<file path="config.mk">
export PLATFORM = sky130hd
export DESIGN_NAME = hsc_synth_rf_ctrl
export DESIGN_NICKNAME = d
export VERILOG_FILES = /design/src/pkg/hsc_pkg.sv /design/src/hw/hsc_cycle_timer.sv /design/src/hw/hsc_seg_search.sv /design/src/hw/hsc_synth_rf_ctrl.sv
export SDC_FILE = /design/constraint.sdc
export NUM_CORES = 1
export LEC_CHECK = 0
export ABC_CLOCK_PERIOD_IN_PS = 8900
export BUFFER_PORTS_ARGS = -buffer_cell sky130_fd_sc_hd__buf_2
export CELL_PAD_IN_SITES_DETAIL_PLACEMENT = 1
export CELL_PAD_IN_SITES_GLOBAL_PLACEMENT = 2
export CORE_MARGIN = 2
export CORE_UTILIZATION = 35
export DETAILED_ROUTE_END_ITERATION = 7
export MAX_ROUTING_LAYER = met4
export PLACE_DENSITY_LB_ADDON = 0.1
export SETUP_SLACK_MARGIN = 0.4
export SKIP_LAST_GASP = 1
export SYNTH_ARGS = -nofsm -noshare
export SYNTH_HDL_FRONTEND = slang
export SYNTH_SLANG_ARGS = --single-unit
</file>
<file path="constraint.sdc">
create_clock -name core_clk -period 8.9 [get_ports core_clk]
set_clock_uncertainty 0.15 [all_clocks]
set_input_delay 0.445 -clock core_clk [delete_from_list [all_inputs] [get_ports core_clk]]
set_output_delay 0.445 -clock core_clk [all_outputs]
set_load 0.05 [all_outputs]
</file>
<file path="src/pkg/hsc_pkg.sv">
// shared constants and types for the synthesizer and rf state control block
package hsc_pkg;

  // clock rate
  localparam int unsigned CORE_CLK_MHZ = 40;

  // register offsets
  localparam logic [7:0] ADDR_DEV_STATUS = 8'h00;
  localparam logic [7:0] ADDR_PROTOCOL = 8'h01;
  localparam logic [7:0] ADDR_TX_OPTIONS = 8'h02;
  localparam logic [7:0] ADDR_MISC_ONE = 8'h0D;
  localparam logic [7:0] ADDR_MISC_TWO = 8'h0E;
  localparam logic [7:0] ADDR_OSC_CTRL = 8'h11;
  localparam logic [7:0] ADDR_PUMP_CTRL = 8'h12;
  localparam logic [7:0] ADDR_MOD_THREE = 8'h15;
  localparam logic [7:0] ADDR_MAIN_ONE = 8'h17;
  localparam logic [7:0] ADDR_MAIN_TWO = 8'h18;
  localparam logic [7:0] ADDR_MAIN_THREE = 8'h19;
  localparam logic [7:0] ADDR_AUX_ONE = 8'h1A;
  localparam logic [7:0] ADDR_AUX_TWO = 8'h1B;
  localparam logic [7:0] ADDR_AUX_THREE = 8'h1C;
  localparam logic [7:0] ADDR_PAGE_SEL = 8'h29;
  localparam logic [7:0] ADDR_GAIN_STATUS = 8'h2A;
  localparam logic [7:0] ADDR_PAGED_STATUS = 8'h2C;
  localparam logic [7:0] ADDR_CMD_STATUS = 8'h2E;

  // value of every writable register after reset
  localparam logic [7:0] REG_RESET = 8'h00;

  // direct command codes
  localparam logic [7:0] CMD_HOP_MAIN = 8'h84;
  localparam logic [7:0] CMD_HOP_AUX = 8'h85;
  localparam logic [7:0] CMD_AUTO_RANGE = 8'hA4;
  localparam logic [7:0] CMD_MANUAL_RANGE = 8'hA5;

  // field positions
  localparam int unsigned DSC_RF_ENABLE = 7;
  localparam int unsigned DSC_RX_ONLY = 6;
  localparam int unsigned DSC_AGC_ON = 2;
  localparam int unsigned DSC_STANDBY = 0;
  localparam int unsigned PROT_NO_CRC = 7;
  localparam int unsigned PROT_DIRECT = 6;
  localparam int unsigned PROT_SEQ_LSB = 4;
  localparam int unsigned MISC1_FAST_DRIVE = 0;
  localparam int unsigned MISC2_XOSC_LSB = 3;
  localparam int unsigned OSC_MEASURE = 7;
  localparam int unsigned MOD3_RAMP_LSB = 6;
  localparam int unsigned SET_A_LSB = 0;
  localparam int unsigned SET_B_LSB = 10;
  localparam int unsigned SET_REF_LSB = 20;
  localparam int unsigned STAT_RF_READY = 0;
  localparam int unsigned STAT_SEARCH_DONE = 0;
  localparam int unsigned STAT_IRQ_CMD = 6;
  localparam int unsigned STAT_IRQ_ANA = 7;

  // field encodings
  localparam logic [1:0] PAGE_SEGMENT = 2'h1;
  localparam logic [2:0] PROT_GEN2 = 3'h0;
  localparam logic [2:0] PROT_FM0 = 3'h1;
  localparam logic [1:0] SEQ_NONE = 2'h0;
  localparam logic [1:0] SEQ_ACK = 2'h1;
  localparam logic [1:0] SEQ_ACK_HANDLE = 2'h2;
  localparam logic [1:0] XOSC_AUTO = 2'h0;
  localparam logic [1:0] XOSC_FAST = 2'h1;
  localparam logic [1:0] XOSC_SAVE = 2'h2;
  localparam logic [2:0] REF_125K = 3'h0;
  localparam logic [2:0] REF_100K = 3'h1;
  localparam logic [2:0] REF_50K = 3'h2;

  // reference divide counts from the 20 MHz source
  localparam logic [9:0] REF_DIV_125K = 10'h0A0;
  localparam logic [9:0] REF_DIV_100K = 10'h0C8;
  localparam logic [9:0] REF_DIV_50K = 10'h190;
  localparam logic [9:0] REF_DIV_25K = 10'h320;

  // prescaler moduli
  localparam int unsigned PRESCALE_LOW = 32;
  localparam int unsigned PRESCALE_HIGH = 33;

  // ramp times
  localparam int unsigned RAMP_100_US = 100;
  localparam int unsigned RAMP_200_US = 200;
  localparam int unsigned RAMP_400_US = 400;
  localparam int unsigned RAMP_100_CYC = RAMP_100_US * CORE_CLK_MHZ;
  localparam int unsigned RAMP_200_CYC = RAMP_200_US * CORE_CLK_MHZ;
  localparam int unsigned RAMP_400_CYC = RAMP_400_US * CORE_CLK_MHZ;
  localparam int unsigned TARI_BASE_NS = 6250;
  localparam int unsigned TARI_BASE_CYC = TARI_BASE_NS * CORE_CLK_MHZ / 1000;
  localparam int unsigned TARI_RAMP_MULT = 16;
  localparam int unsigned RAMP_W = 16;

  // crystal fast start window
  localparam int unsigned XOSC_FAST_US = 1000;
  localparam int unsigned XOSC_FAST_CYC = XOSC_FAST_US * CORE_CLK_MHZ;
  localparam int unsigned XOSC_W = 20;

  // settle time per segment search step
  localparam int unsigned SEARCH_SETTLE_CYC = 16;

  // rf field states, gray along off, up, on, down
  typedef enum logic [1:0] {
    RF_OFF = 2'b00,
    RF_UP = 2'b01,
    RF_ENABLE = 2'b11,
    RF_DOWN = 2'b10
  } hsc_rf_e;

endpackage : hsc_pkg

</file>
<file path="src/hw/hsc_cycle_timer.sv">
// loadable down counter with a one-cycle done pulse
`timescale 1ns/10ps
module hsc_cycle_timer #(
  parameter int unsigned W = 16
) (
  // clock and reset
  input wire logic core_clk,
  input wire logic rst,
  input wire logic ce,
  // control
  input wire logic load,
  input wire logic [W-1:0] load_value,
  // status
  output logic busy,
  output logic done
);
  import hsc_pkg::*;

  typedef struct packed {
    logic [W-1:0] cnt;
    logic done;
  } hsc_tmr_s;

  hsc_tmr_s s;
  hsc_tmr_s next_s;

  // count down, pulse done as the count leaves one
  always_comb
  begin
    next_s = s;
    next_s.done = 1'b0;
    if (load)
    begin
      next_s.cnt = load_value;
    end
    else if (s.cnt != '0)
    begin
      next_s.cnt = s.cnt - 1'b1;
      next_s.done = (s.cnt == W'(1));
    end
  end

  // state register
  always_ff @(posedge core_clk or posedge rst)
  begin
    if (rst)
      s <= '0;
    else if (ce)
      s <= next_s;
  end

  assign busy = (s.cnt != '0);
  assign done = s.done;

endmodule : hsc_cycle_timer

</file>
<file path="src/hw/hsc_seg_search.sv">
// binary search over the oscillator tuning segments
`timescale 1ns/10ps
module hsc_seg_search #(
  parameter int unsigned SETTLE = hsc_pkg::SEARCH_SETTLE_CYC
) (
  // clock and reset
  input wire logic core_clk,
  input wire logic rst,
  input wire logic ce,
  // control
  input wire logic start,
  input wire logic cv_high,
  // result
  output logic busy,
  output logic done,
  output logic [3:0] segment
);
  import hsc_pkg::*;

  typedef struct packed {
    logic busy;
    logic done;
    logic [1:0] bit_idx;
    logic [7:0] wait_cnt;
    logic [3:0] seg;
  } hsc_srch_s;

  hsc_srch_s s;
  hsc_srch_s next_s;

  // try each bit from the top; keep it while the control voltage sits high
  always_comb
  begin
    next_s = s;
    next_s.done = 1'b0;
    if (start)
    begin
      next_s.busy = 1'b1;
      next_s.bit_idx = 2'h3;
      next_s.seg = 4'h8;
      next_s.wait_cnt = 8'(SETTLE);
    end
    else if (s.busy)
    begin
      if (s.wait_cnt != 8'h00)
        next_s.wait_cnt = s.wait_cnt - 8'h01;
      else
      begin
        if (!cv_high)
          next_s.seg[s.bit_idx] = 1'b0;
        if (s.bit_idx == 2'h0)
        begin
          next_s.busy = 1'b0;
          next_s.done = 1'b1;
        end
        else
        begin
          next_s.bit_idx = s.bit_idx - 2'h1;
          next_s.seg[s.bit_idx - 2'h1] = 1'b1;
          next_s.wait_cnt = 8'(SETTLE);
        end
      end
    end
  end

  // state register
  always_ff @(posedge core_clk or posedge rst)
  begin
    if (rst)
      s <= '0;
    else if (ce)
      s <= next_s;
  end

  assign busy = s.busy;
  assign done = s.done;
  assign segment = s.seg;

endmodule : hsc_seg_search

</file>
<file path="src/hw/hsc_synth_rf_ctrl.sv">
// synthesizer control and rf field state for the reader core
`timescale 1ns/10ps
module hsc_synth_rf_ctrl #(
  parameter int unsigned RAMP_100_CYC = hsc_pkg::RAMP_100_CYC,
  parameter int unsigned RAMP_200_CYC = hsc_pkg::RAMP_200_CYC,
  parameter int unsigned RAMP_400_CYC = hsc_pkg::RAMP_400_CYC,
  parameter int unsigned XOSC_FAST_CYC = hsc_pkg::XOSC_FAST_CYC
) (
  // clock, reset, enable
  input wire logic core_clk,
  input wire logic rst,
  input wire logic ce,
  // register port
  input wire logic [7:0] reg_addr,
  input wire logic reg_wr_en,
  input wire logic [7:0] reg_wr_data,
  input wire logic reg_rd_en,
  output logic [7:0] reg_rd_data,
  // direct commands
  input wire logic cmd_valid,
  input wire logic [7:0] cmd_code,
  // interrupt
  output logic irq,
  input wire logic irq_ack,
  // analog feedback
  input wire logic vco_cv_high,
  input wire logic [2:0] vco_cv_level,
  // synthesizer controls
  output logic test_out_fast_drive,
  output logic [3:0] vco_segment,
  output logic vco_cv_measure,
  output logic [9:0] div_a,
  output logic [9:0] div_b,
  output logic [16:0] div_ratio,
  output logic [2:0] comparison_freq_select,
  output logic [9:0] ref_divide,
  output logic [2:0] pump_current_select,
  output logic [1:0] loop_resistor_select,
  output logic [2:0] loop_capacitor_select,
  output logic xosc_fast_mode,
  // rf state
  output logic tx_enable,
  output logic rx_enable,
  output logic agc_enable,
  output logic standby,
  output logic rf_ramping,
  output logic rf_ready,
  // protocol options
  output logic protocol_gen2,
  output logic protocol_fm0,
  output logic auto_ack_en,
  output logic auto_handle_en,
  output logic rx_crc_check_en,
  output logic direct_mode
);
  import hsc_pkg::*;

  typedef struct packed {
    logic [7:0] dsc;
    logic [7:0] prot;
    logic [7:0] txo;
    logic [7:0] misc1;
    logic [7:0] misc2;
    logic [7:0] osc;
    logic [7:0] pump;
    logic [7:0] mod3;
    logic [7:0] page;
    logic [23:0] main_set;
    logic [23:0] aux_set;
    logic use_auto;
    logic aux_active;
    logic rf_ready;
    logic search_done;
    logic irq_cmd;
    logic irq_ana;
    hsc_rf_e rf_state;
    logic [16:0] div_ratio;
    logic [7:0] rd_data;
    logic xosc_started;
    logic xosc_done;
  } hsc_top_s;

  hsc_top_s s;
  hsc_top_s next_s;
  logic ramp_load;
  logic ramp_done;
  logic [RAMP_W-1:0] ramp_len;
  logic xosc_load;
  logic xosc_done;
  logic search_start;
  logic search_busy;
  logic search_done;
  logic [3:0] search_seg;
  logic [23:0] act_set;
  logic [16:0] ratio_calc;
  logic rf_en;
  logic cmd_auto;
  logic cmd_manual;

  // command decode
  assign cmd_auto = cmd_valid && (cmd_code == CMD_AUTO_RANGE);
  assign cmd_manual = cmd_valid && (cmd_code == CMD_MANUAL_RANGE);
  assign search_start = cmd_auto;
  assign rf_en = s.dsc[DSC_RF_ENABLE];

  // active divider set and its total ratio
  assign act_set = s.aux_active ? s.aux_set : s.main_set;
  assign ratio_calc = 17'(act_set[SET_B_LSB +: 10] * PRESCALE_LOW)
    + 17'(act_set[SET_A_LSB +: 10] * PRESCALE_HIGH);

  // ramp length from the ramp field, last code scales with tari
  always_comb
  begin
    case (s.mod3[MOD3_RAMP_LSB +: 2])
      2'h0: ramp_len = RAMP_W'(RAMP_100_CYC);
      2'h1: ramp_len = RAMP_W'(RAMP_200_CYC);
      2'h2: ramp_len = RAMP_W'(RAMP_400_CYC);
      default: ramp_len = RAMP_W'((TARI_RAMP_MULT * TARI_BASE_CYC) << s.txo[1:0]);
    endcase
  end

  // register writes, commands, rf sequencing and read data
  always_comb
  begin
    next_s = s;
    ramp_load = 1'b0;
    xosc_load = 1'b0;
    if (reg_wr_en)
    begin
      case (reg_addr)
        ADDR_DEV_STATUS: next_s.dsc = reg_wr_data;
        ADDR_PROTOCOL: next_s.prot = reg_wr_data;
        ADDR_TX_OPTIONS: next_s.txo = reg_wr_data;
        ADDR_MISC_ONE: next_s.misc1 = reg_wr_data;
        ADDR_MISC_TWO: next_s.misc2 = reg_wr_data;
        ADDR_OSC_CTRL: next_s.osc = reg_wr_data;
        ADDR_PUMP_CTRL: next_s.pump = reg_wr_data;
        ADDR_MOD_THREE: next_s.mod3 = reg_wr_data;
        ADDR_MAIN_ONE: next_s.main_set[23:16] = reg_wr_data;
        ADDR_MAIN_TWO: next_s.main_set[15:8] = reg_wr_data;
        ADDR_MAIN_THREE: next_s.main_set[7:0] = reg_wr_data;
        ADDR_AUX_ONE: next_s.aux_set[23:16] = reg_wr_data;
        ADDR_AUX_TWO: next_s.aux_set[15:8] = reg_wr_data;
        ADDR_AUX_THREE: next_s.aux_set[7:0] = reg_wr_data;
        ADDR_PAGE_SEL: next_s.page = reg_wr_data;
        default: next_s.page = s.page;
      endcase
    end
    // direct commands
    if (cmd_valid)
    begin
      case (cmd_code)
        CMD_HOP_MAIN: next_s.aux_active = 1'b0;
        CMD_HOP_AUX: next_s.aux_active = 1'b1;
        CMD_AUTO_RANGE: next_s.use_auto = 1'b1;
        CMD_MANUAL_RANGE: next_s.use_auto = 1'b0;
        default: next_s.use_auto = s.use_auto;
      endcase
    end
    next_s.div_ratio = ratio_calc;
    // flags clear on acknowledge, a new event wins
    if (irq_ack)
    begin
      next_s.irq_cmd = 1'b0;
      next_s.irq_ana = 1'b0;
      next_s.search_done = 1'b0;
    end
    if (cmd_auto)
      next_s.search_done = 1'b0;
    if (search_done)
    begin
      next_s.search_done = 1'b1;
      next_s.irq_cmd = 1'b1;
    end
    // rf field ramp sequence
    case (s.rf_state)
      RF_OFF:
        if (rf_en)
        begin
          next_s.rf_state = RF_UP;
          ramp_load = 1'b1;
        end
      RF_UP:
        if (!rf_en)
        begin
          next_s.rf_state = RF_DOWN;
          ramp_load = 1'b1;
        end
        else if (ramp_done)
        begin
          next_s.rf_state = RF_ENABLE;
          next_s.rf_ready = 1'b1;
          next_s.irq_ana = 1'b1;
        end
      RF_ENABLE:
        if (!rf_en)
        begin
          next_s.rf_state = RF_DOWN;
          next_s.rf_ready = 1'b0;
          ramp_load = 1'b1;
        end
      RF_DOWN:
        if (ramp_done)
        begin
          next_s.rf_state = RF_OFF;
          next_s.irq_ana = 1'b1;
        end
      default: next_s.rf_state = RF_OFF;
    endcase
    // crystal fast window starts once after reset
    if (!s.xosc_started)
    begin
      next_s.xosc_started = 1'b1;
      xosc_load = 1'b1;
    end
    if (xosc_done)
      next_s.xosc_done = 1'b1;
    // registered read data
    if (reg_rd_en)
    begin
      case (reg_addr)
        ADDR_DEV_STATUS: next_s.rd_data = s.dsc;
        ADDR_PROTOCOL: next_s.rd_data = s.prot;
        ADDR_TX_OPTIONS: next_s.rd_data = s.txo;
        ADDR_MISC_ONE: next_s.rd_data = s.misc1;
        ADDR_MISC_TWO: next_s.rd_data = s.misc2;
        ADDR_OSC_CTRL: next_s.rd_data = s.osc;
        ADDR_PUMP_CTRL: next_s.rd_data = s.pump;
        ADDR_MOD_THREE: next_s.rd_data = s.mod3;
        ADDR_MAIN_ONE: next_s.rd_data = s.main_set[23:16];
        ADDR_MAIN_TWO: next_s.rd_data = s.main_set[15:8];
        ADDR_MAIN_THREE: next_s.rd_data = s.main_set[7:0];
        ADDR_AUX_ONE: next_s.rd_data = s.aux_set[23:16];
        ADDR_AUX_TWO: next_s.rd_data = s.aux_set[15:8];
        ADDR_AUX_THREE: next_s.rd_data = s.aux_set[7:0];
        ADDR_PAGE_SEL: next_s.rd_data = s.page;
        ADDR_GAIN_STATUS: next_s.rd_data = 8'(s.rf_ready) << STAT_RF_READY;
        ADDR_PAGED_STATUS:
          if (s.page[1:0] == PAGE_SEGMENT)
            next_s.rd_data = {vco_segment, 1'b0,
              s.osc[OSC_MEASURE] ? vco_cv_level : 3'h0};
          else
            next_s.rd_data = 8'h00;
        ADDR_CMD_STATUS: next_s.rd_data = (8'(s.search_done) << STAT_SEARCH_DONE)
          | (8'(s.irq_cmd) << STAT_IRQ_CMD) | (8'(s.irq_ana) << STAT_IRQ_ANA);
        default: next_s.rd_data = 8'h00;
      endcase
    end
  end

  // state register
  always_ff @(posedge core_clk or posedge rst)
  begin
    if (rst)
    begin
      s <= '0;
      s.rf_state <= RF_OFF;
    end
    else if (ce)
      s <= next_s;
  end

  // ramp duration timer
  hsc_cycle_timer #(.W(RAMP_W)) u_ramp_timer (
    .core_clk(core_clk),
    .rst(rst),
    .ce(ce),
    .load(ramp_load),
    .load_value(ramp_len),
    .busy(),
    .done(ramp_done)
  );

  // crystal fast start timer
  hsc_cycle_timer #(.W(XOSC_W)) u_xosc_timer (
    .core_clk(core_clk),
    .rst(rst),
    .ce(ce),
    .load(xosc_load),
    .load_value(XOSC_W'(XOSC_FAST_CYC)),
    .busy(),
    .done(xosc_done)
  );

  // segment search engine
  hsc_seg_search u_search (
    .core_clk(core_clk),
    .rst(rst),
    .ce(ce),
    .start(search_start),
    .cv_high(vco_cv_high),
    .busy(search_busy),
    .done(search_done),
    .segment(search_seg)
  );

  // synthesizer outputs
  assign test_out_fast_drive = s.misc1[MISC1_FAST_DRIVE];
  assign vco_segment = s.use_auto ? search_seg : s.osc[3:0];
  assign vco_cv_measure = s.osc[OSC_MEASURE];
  assign div_a = act_set[SET_A_LSB +: 10];
  assign div_b = act_set[SET_B_LSB +: 10];
  assign div_ratio = s.div_ratio;
  assign comparison_freq_select = s.main_set[SET_REF_LSB +: 3];
  assign ref_divide = (comparison_freq_select == REF_125K) ? REF_DIV_125K
    : (comparison_freq_select == REF_100K) ? REF_DIV_100K
    : (comparison_freq_select == REF_50K) ? REF_DIV_50K : REF_DIV_25K;
  assign pump_current_select = s.pump[2:0];
  assign loop_capacitor_select = s.pump[5:3];
  assign loop_resistor_select = s.pump[7:6];
  assign xosc_fast_mode = (s.misc2[MISC2_XOSC_LSB +: 2] == XOSC_FAST)
    || ((s.misc2[MISC2_XOSC_LSB +: 2] != XOSC_SAVE) && !s.xosc_done);

  // rf state outputs
  assign tx_enable = (s.rf_state != RF_OFF);
  assign rx_enable = tx_enable || s.dsc[DSC_RX_ONLY];
  assign agc_enable = s.dsc[DSC_AGC_ON];
  assign standby = s.dsc[DSC_STANDBY];
  assign rf_ramping = (s.rf_state == RF_UP) || (s.rf_state == RF_DOWN);
  assign rf_ready = s.rf_ready;
  assign irq = s.irq_cmd || s.irq_ana;
  assign reg_rd_data = s.rd_data;

  // protocol options, reserved sequencing code acts as none
  assign protocol_gen2 = (s.prot[2:0] == PROT_GEN2);
  assign protocol_fm0 = (s.prot[2:0] == PROT_FM0);
  assign auto_ack_en = (s.prot[PROT_SEQ_LSB +: 2] == SEQ_ACK)
    || (s.prot[PROT_SEQ_LSB +: 2] == SEQ_ACK_HANDLE);
  assign auto_handle_en = (s.prot[PROT_SEQ_LSB +: 2] == SEQ_ACK_HANDLE);
  assign rx_crc_check_en = !s.prot[PROT_NO_CRC];
  assign direct_mode = s.prot[PROT_DIRECT];
endmodule : hsc_synth_rf_ctrl

</file>
==> results.md, run 1 <==
- Die extent in y: 190.4 um
- Proportion of synthesized chip area in sequential cells: 43.00%
- Horizontal die dimension: 190.4 um
- H-Tree Level Count: 1
- CTS sink cnt: 209
- RSZ-0062 raised after global routing: false
- Proportion of register bits with asynchronous set or reset after synthesis: 100.0%
- Num ports: 121
- Pre-CTS setup slack: 4405 ps
- Maximum resistive drop on vdd: 137.0 uV
- Ratio of cells with drive above 1 in the final layout: 29.67%
- Worst Path Arrival: 4720 ps
- Dominant cell by count in the synthesized netlist: sky130_fd_sc_hd__dfrtp_1
- Max-cap check violation count: 0
- Number of pins with negative max-slew slack in the final report: 0
- First-pass GRT wire length: 61,470 um
- Final Critical Period: 4441 ps
- First-iteration detailed-routing DRC count: 499
- Violated checks: hold timing
- Max-Slew Margin vs Limit: 17.37%
- Maximum buffer depth of the clock tree: 3
- Critical path endpoint category: flip-flop
- Path class of the lowest-slack min-delay path: in2async
- Critical Setup Path Class: reg2reg
- Number of enable flip-flop cells after synthesis: 0
- CP Launch Type: flip-flop
- Post-layout util: 39.98%
- CTS clk-pin slew, worst paths: 60 ps
- Final routed wire length divided by cell count: 23.46 um
- Worst endpoint required time: 9180 ps
- Aggregate negative setup slack: 0 ps
- Std-Cell Core Area: 34,370 um2
- Final critical-path setup slack: 4459 ps
- Rows: 68
- Detailed-placement wirelength estimate: 27,980 um
- Number of hold buffers added after CTS: 0
- Power density over the cells: 214.4 nW/um2
- Count of cell types in the netlist: 96
- Maximum achievable frequency: 0.2252 GHz
- Global-route total usage across every layer: 22.78%
- Area of the mapped netlist: 12,160 um2
- Number of buffers inserted by post-CTS setup repair: 0
- Placer Congestion: 0.8382
- Area grow syn2layout: 12.97%
- Most instantiated flip-flop cell in the synthesis netlist: sky130_fd_sc_hd__dfrtp_1
- Starting density of the core: 35.39%
- Post-synthesis cell type with the largest combined area: sky130_fd_sc_hd__dfrtp_1
- Slew of the pin with the lowest slew margin: 1235 ps
- Synth top area share: 43.00%
- Total of flip-flops plus latches after synthesis: 209
- CP Cell Sequence: mux2_2 -> ha_1 -> ha_1 -> inv_1 -> fa_1 -> inv_1 -> ha_1 -> nor2b_1 -> o21a_1 -> or2_2 -> a311oi_1 -> xnor2_1 -> mux2_2
- Maximum single-stage delay on the critical path: 950 ps
- Drc violations: 0
- Hold Violations, Final: 10
- Count of buffers inserted at the top-level ports: 117
- Static power due to leakage: 6.482 nW
- Die ar.: 36,260 um2
- Post-CTS resize count: 0
- Number of search-and-repair iterations in the first detailed-routing pass: 5
- Detailed-route vias per instance: 5.555
- CP max stage cell: sky130_fd_sc_hd__dfrtp_1
- Synthesized area per cell: 10.55 um2
- Outcome: finished with violations
- Grt ovf: 0
- Depth of the worst register-to-register path: 13
- CTS tree: built
- Initial antenna violation count: 0
- Total number of vias: 9,344
- Instance count of the mapped netlist: 1,153
- Antenna Violating Nets Remaining: 0
- Filler cell count: 3,830
- Post-Route Hold Slack: -9.907 ps
- Final setup violating endpoints: 0
- Largest fanout on the critical path: 21
- Number of global-route vias before repair: 9,869
- Number of warnings issued by yosys: 0
- Number of buffers created by CTS: 26
- Clock network latency to the later pin of the worst-skew pair: 540 ps
- Total detailed-routing wirelength: 39,450 um
- Top post-synthesis cells by area: sky130_fd_sc_hd__dfrtp_1 (43%), sky130_fd_sc_hd__mux2_2 (13%), sky130_fd_sc_hd__ha_1 (4.1%)
- # nets final: 1,288
- Critical path's most frequent cell: sky130_fd_sc_hd__ha_1
- Share of the clock period used by the worst path after layout: 49.90%
- Clock root buffer: sky130_fd_sc_hd__clkbuf_16
- Commonest cells post-synth: sky130_fd_sc_hd__dfrtp_1 (209), sky130_fd_sc_hd__mux2_2 (143), sky130_fd_sc_hd__nand2_1 (71)
- Largest net degree at the start of global routing: 140
- Ant. Diodes: 0
-- registers in the layout (all words and copies together) (netlist names) --
name	flops
agc_enable	1
comparison_freq_select	3
direct_mode	1
div_ratio	17
loop_capacitor_select	3
loop_resistor_select	2
pump_current_select	3
reg_rd_data	8
rf_en	1
rf_ready	1
s	112
standby	1
test_out_fast_drive	1
u_ramp_timer.done	1
u_ramp_timer.s	16
u_search.busy	1
u_search.done	1
u_search.s	10
u_search.segment	4
u_xosc_timer.done	1
u_xosc_timer.s	20
vco_cv_measure	1
-- power breakdown --
group          internal, W  switching (W)  total (W)
Clock             0.000751       0.000446    0.00120
Sequential         0.00103      0.0000966    0.00113
Combinational     0.000200       0.000417   0.000617
-- per-layer routing --
metal  global-route usage (%)  vias up  share of wire [%]
met1                    30.85     4775                 47
met4                    5.933        0                2.6
met2                    36.41      193                 47
met3                    2.503       58                3.6
li1                         -     4318                  -
met5                        -        -                  0
-- area by class of cell --
class | count | area, um2 | share of cell area (%)
clock buffers | 33 | 728.2 | 5.299
clock inverters | 15 | 234.0 | 1.703
inverters | 55 | 214.0 | 1.557
multi-input cells | 789 | 6113 | 44.49
flip-flops and latches | 209 | 5230 | 38.06
well taps | 455 | 569.3 | 4.143
repair buffers | 126 | 653.1 | 4.753
-- kinds of logic (layout without fill, tap and decap cells) --
logic type | after synthesis | count (layout) | share of synthesized area (%)
AOI/OAI and AO/OA | 236 | 236 | 13.62
and+or+nand+nor | 322 | 322 | 14.78
xor gates and xnor gates | 13 | 13 | 0.9360
adders and majority gates | 47 | 47 | 5.184
DFF | 209 | 209 | 43.00
muxes | 168 | 168 | 15.62
other | 1 | 3 | 0.03083
buffers and inverters | 157 | 229 | 6.830
-- final timing paths --
path | start | end | slack [ps]
setup / recovery | s[33]$_DFFE_PP0P_ | div_ratio[12]$_DFFE_PP0P_ | 4460
hold / removal | rst | u_ramp_timer.s[3]$_DFFE_PP0P_ | -10
setup reg to reg | s[33]$_DFFE_PP0P_ | div_ratio[12]$_DFFE_PP0P_ | 4460
hold reg to reg | u_xosc_timer.s[19]$_DFFE_PP0P_ | u_xosc_timer.s[19]$_DFFE_PP0P_ | 350
max in group asynchronous | rst | div_ratio[5]$_DFFE_PP0P_ | 6950
min in group core_clk | vco_cv_level[0] | reg_rd_data[0]$_DFFE_PP0P_ | 90
-- through the flow --
stage	cell area [um2]	total power, W	instances
3_3_place_gp	12780	0.001762	1634
2_1_floorplan	12170	0.001605	1155
4_1_cts	13740	0.002985	1682
5_1_grt	13740	0.003100	1682
6_report	13740	0.002946	1682
3_5_place_dp	12780	0.001766	1634
-- placed cells by master (no fill, tap or decap), drive strengths merged, types with 29 or more instances in the layout --
cell type,n
dfrtp,209
nand3,35
o21ai,60
buf,126
nor3,29
mux2,151
clkbuf,33
nor2,74
inv,54
ha,40
nand2,71
a21oi,34
-- worst max-delay path, delay by kind of cell, from the launching register on --
family	cells	cell delay [ps]
adder cells (fa/ha/maj)	4	1400
buffers and inverters	2	90
flip-flops	1	950
AND/OR/NAND/NOR	2	430
multiplexers	2	710
XOR/XNOR	1	100
AO/OA/AOI/OAI	2	480
Power figures use the tool's default switching activity.
==> run 2: changes to the inputs <==
--- a/config.mk
+++ b/config.mk
@@ -5,12 +5,13 @@
 export SDC_FILE = /design/constraint.sdc
 export NUM_CORES = 1
 export LEC_CHECK = 0
-export ABC_CLOCK_PERIOD_IN_PS = 8900
+export ABC_AREA = 1
+export ABC_CLOCK_PERIOD_IN_PS = 4059
 export BUFFER_PORTS_ARGS = -buffer_cell sky130_fd_sc_hd__buf_2
 export CELL_PAD_IN_SITES_DETAIL_PLACEMENT = 1
 export CELL_PAD_IN_SITES_GLOBAL_PLACEMENT = 2
 export CORE_MARGIN = 2
-export CORE_UTILIZATION = 35
+export CORE_UTILIZATION = 31
 export DETAILED_ROUTE_END_ITERATION = 7
 export MAX_ROUTING_LAYER = met4
 export PLACE_DENSITY_LB_ADDON = 0.1
==> constraint.sdc (replaced) <==
create_clock -name core_clk -period 4.06 [get_ports core_clk]
set_clock_uncertainty 0.15 [all_clocks]
set_input_delay 0.203 -clock core_clk [delete_from_list [all_inputs] [get_ports core_clk]]
set_output_delay 0.203 -clock core_clk [all_outputs]
set_load 0.05 [all_outputs]
==> run 2 against run 1 <==
Against the previous run: register-to-register slack got worse by 3800 ps; the run now ends clean; total power rose by 140%; count of clock-buffer cells in the layout rose by 9; highest routed layer unchanged; largest power group is now registers; die area up 13%; largest cell class unchanged; non-clock buffer count rose by 20.
==> results.md, run 2 <==
- Filler cell count: 4,707 (+23%)
- Area grow syn2layout: 15.92%
- Antenna Violating Nets Remaining: 0 (unchanged)
- Die ar.: 41,040 um2 (+13%)
- Global-route total usage across every layer: 22.76% (about the same)
- CTS tree: built
- Number of search-and-repair iterations in the first detailed-routing pass: 5 (unchanged)
- Most common cell after layout, fill and taps aside: sky130_fd_sc_hd__nand2_1
- Path class of the lowest-slack min-delay path: in2reg
- Hold Violations, Final: 0 (-10)
- Final routed wire length divided by cell count: 19.90 um (-15%)
- Power density over the cells: 496.0 nW/um2 (+130%)
- Worst Path Arrival: 3720 ps (-1000 ps)
- Critical path endpoint category: flip-flop
- Dominant cell by count in the synthesized netlist: sky130_fd_sc_hd__nand2_1
- # nets final: 1,795 (+39%)
- Instance count of the mapped netlist: 1,626 (+41%)
- Count of cell types in the netlist: 42 (-56%)
- Maximum achievable frequency: 0.2932 GHz (+30%)
- Num ports: 121 (unchanged)
- Total number of vias: 11,040 (+18%)
- Final setup violating endpoints: 0 (unchanged)
- Depth of the worst register-to-register path: 16 (+3)
- Register with the most flip-flops: s
- Number of global-route vias before repair: 11,510 (+17%)
- Worst endpoint required time: 4370 ps (-4810 ps)
- Most frequent cells in the layout: sky130_fd_sc_hd__nand2_1 (489), sky130_fd_sc_hd__dfrtp_1 (209), sky130_fd_sc_hd__inv_1 (143)
- Max reg flops: 112 (unchanged)
- Ratio of cells with drive above 1 in the final layout: 15.44% (-14 points)
- Top post-synthesis cells by area: sky130_fd_sc_hd__dfrtp_1 (43%), sky130_fd_sc_hd__nand2_1 (15%), sky130_fd_sc_hd__nand3_1 (5.4%)
- Clock root buffer: sky130_fd_sc_hd__clkbuf_16
- Detailed-route vias per instance: 4.897 (-12%)
- Synthesized area per cell: 7.520 um2 (-29%)
- Post-layout util: 36.50% (-3.5 points)
- Critical Setup Path Class: reg2reg
- Number of enable flip-flop cells after synthesis: 0 (unchanged)
- CTS clk-pin slew, worst paths: 60 ps (about the same)
- Worst Hold Depth: 5
- CP Launch Type: flip-flop
- Outcome: complete, no violations
- Largest net degree at the start of global routing: 106 (-24%)
- Most instantiated flip-flop cell in the synthesis netlist: sky130_fd_sc_hd__dfrtp_1
- Initial antenna violation count: 0 (unchanged)
- Static power due to leakage: 7.099 nW (+9.5%)
- Total of flip-flops plus latches after synthesis: 209 (unchanged)
- Number of warnings issued by yosys: 0 (unchanged)
- Post-synthesis cell type with the largest combined area: sky130_fd_sc_hd__dfrtp_1
- Drc violations: 0 (unchanged)
- Clock network latency to the later pin of the worst-skew pair: 560 ps (+20 ps)
- Count of buffers inserted at the top-level ports: 117 (unchanged)
- Number of pins with negative max-slew slack in the final report: 0 (unchanged)
- Number of buffers created by CTS: 28 (+7.7%)
- Post-Route Hold Slack: 19.80 ps (+29.71 ps)
- Maximum resistive drop on vdd: 282.8 uV (+110%)
- Number of buffers inserted by post-CTS setup repair: 0 (unchanged)
- Grt ovf: 0 (unchanged)
- Placer Congestion: 0.8785 (+4.8%)
- Std-Cell Core Area: 38,830 um2 (+13%)
- H-Tree Level Count: 1 (unchanged)
- Commonest cells post-synth: sky130_fd_sc_hd__nand2_1 (493), sky130_fd_sc_hd__dfrtp_1 (209), sky130_fd_sc_hd__inv_1 (145)
- Max-Slew Margin vs Limit: 33.48% (+16 points)
- Largest fanout on the critical path: 16 (-24%)
- Rows: 72 (+5.9%)
- Die extent in y: 202.6 um (+6.4%)
- First-iteration detailed-routing DRC count: 569 (+14%)
- RSZ-0062 raised after global routing: false
- Detailed-placement wirelength estimate: 33,340 um (+19%)
- Proportion of synthesized chip area in sequential cells: 42.78% (-0.22 points)
- CTS sink cnt: 209 (unchanged)
- Slew of the pin with the lowest slew margin: 994.1 ps (-240.8 ps)
- Ant. Diodes: 0 (unchanged)
- Final Critical Period: 3411 ps (-1031 ps)
- Aggregate negative setup slack: 0 ps (unchanged)
- Share of the clock period used by the worst path after layout: 84.01% (+34 points)
- Starting density of the core: 31.49% (-3.9 points)
- Horizontal die dimension: 202.6 um (+6.4%)
- Total detailed-routing wirelength: 44,850 um (+14%)
- Area of the mapped netlist: 12,230 um2 (+0.51%)
- Max-cap check violation count: 0 (unchanged)
- First-pass GRT wire length: 69,680 um (+13%)
- Synth top area share: 42.78% (-0.22 points)
- Proportion of register bits with asynchronous set or reset after synthesis: 100.0% (unchanged)
- Maximum buffer depth of the clock tree: 3 (unchanged)
[run 2: changes by cell type in the layout (fill, tap and decap cells not counted), sizes merged, moves of 13 or more]
cell         change
a22o            -17
a22oi           -17
dlygate4sd3     +19
inv            +103
mux2           -148
mux2i           -17
nand2          +442
nand3          +100
nor2            +71
nor4            -16
o21ai          +126
or3             -13
[run 2: cell type report]
type | count | area [um2] | area share, %
timing repair buffer | 146 | 875.8 | 6.179
tap | 518 | 648.1 | 4.573
inverter | 158 | 596.8 | 4.211
multi-input combinational | 1171 | 5876 | 41.45
clock inverter | 10 | 102.6 | 0.7239
sequential | 209 | 5230 | 36.90
clock buffer | 42 | 844.6 | 5.959
[run 2: final timing paths]
check,from,endpoint,slack (ps)
max in group asynchronous,rst,reg_rd_data[7]$_DFFE_PP0P_,2550
setup / recovery,s[33]$_DFFE_PP0P_,div_ratio[14]$_DFFE_PP0P_,650
hold / removal,vco_cv_high,u_search.segment[0]$_DFFE_PP0P_,20
min in group asynchronous,rst,div_ratio[1]$_DFFE_PP0P_,100
setup reg to reg,s[33]$_DFFE_PP0P_,div_ratio[14]$_DFFE_PP0P_,650
hold reg to reg,reg_rd_data[4]$_DFFE_PP0P_,reg_rd_data[4]$_DFFE_PP0P_,320
[run 2: repair_timing]
item | in CTS | in global routing
endpoints found under the setup margin | 0 | 8
resized for setup | 0 | 9
hold buffers | 19 | 0
hold endpoints to repair | 47 | 0
[run 2: power by group]
part / leakage (nW) / total [W] / internal [W] / switching, W
clock: 0.471 / 0.00256 / 0.00155 / 0.00101
sequential: 2.74 / 0.00258 / 0.00233 / 0.000246
combinational: 3.89 / 0.00189 / 0.000567 / 0.00133
[run 2: critical path, cell delays in order, from the launching register on]
cell,delay (ps)
sky130_fd_sc_hd__dfrtp_1,390
sky130_fd_sc_hd__buf_4,200
sky130_fd_sc_hd__nand2_1,100
sky130_fd_sc_hd__nand2_1,100
sky130_fd_sc_hd__ha_1,300
sky130_fd_sc_hd__ha_1,270
sky130_fd_sc_hd__inv_1,50
sky130_fd_sc_hd__fa_1,500
sky130_fd_sc_hd__inv_1,40
sky130_fd_sc_hd__ha_1,350
sky130_fd_sc_hd__a21oi_1,190
sky130_fd_sc_hd__nand2_2,100
sky130_fd_sc_hd__nand3_1,90
sky130_fd_sc_hd__nand2_1,70
sky130_fd_sc_hd__or2_2,270
sky130_fd_sc_hd__nand3_1,70
sky130_fd_sc_hd__nand2_1,50
[run 2: logic make-up (layout without fill, tap and decap cells)]
| group | count (synthesis) | after routing | synth area share (%) |
|---|---|---|---|
| AO/OA/AOI/OAI | 242 | 242 | 10.56 |
| XOR/XNOR | 17 | 17 | 1.218 |
| adder cells (fa/ha/maj) | 46 | 46 | 5.076 |
| buffers and inverters | 248 | 356 | 9.435 |
| flip-flops | 209 | 209 | 42.78 |
| multiplexers | 3 | 3 | 0.2763 |
| other | 1 | 3 | 0.03067 |
| AND/OR/NAND/NOR | 860 | 860 | 30.63 |
[run 2: routing by layer]
| metal | vias up | wire length (um) | GRT usage (%) |
|---|---|---|---|
| li1 | 5387 | - | - |
| met1 | 5421 | 21830 | 31.18 |
| met2 | 187 | 20530 | 36.26 |
| met3 | 43 | 1772 | 2.937 |
| met4 | 0 | 711 | 4.536 |
| met5 | - | 0 | - |
[run 2: per-stage QoR]
stage | instance area [um2] | power, W | setup WS (ps) | instances
finish | 14170 | 0.007030 | 649.3 | 2254
global placement | 13020 | 0.004466 | 515.7 | 2183
detailed placement | 13020 | 0.004505 | 477.7 | 2183
CTS | 14160 | 0.007130 | 443.2 | 2254
floorplan | 12250 | 0.003992 | 419.4 | 1628
global route | 14170 | 0.007480 | 387.9 | 2254
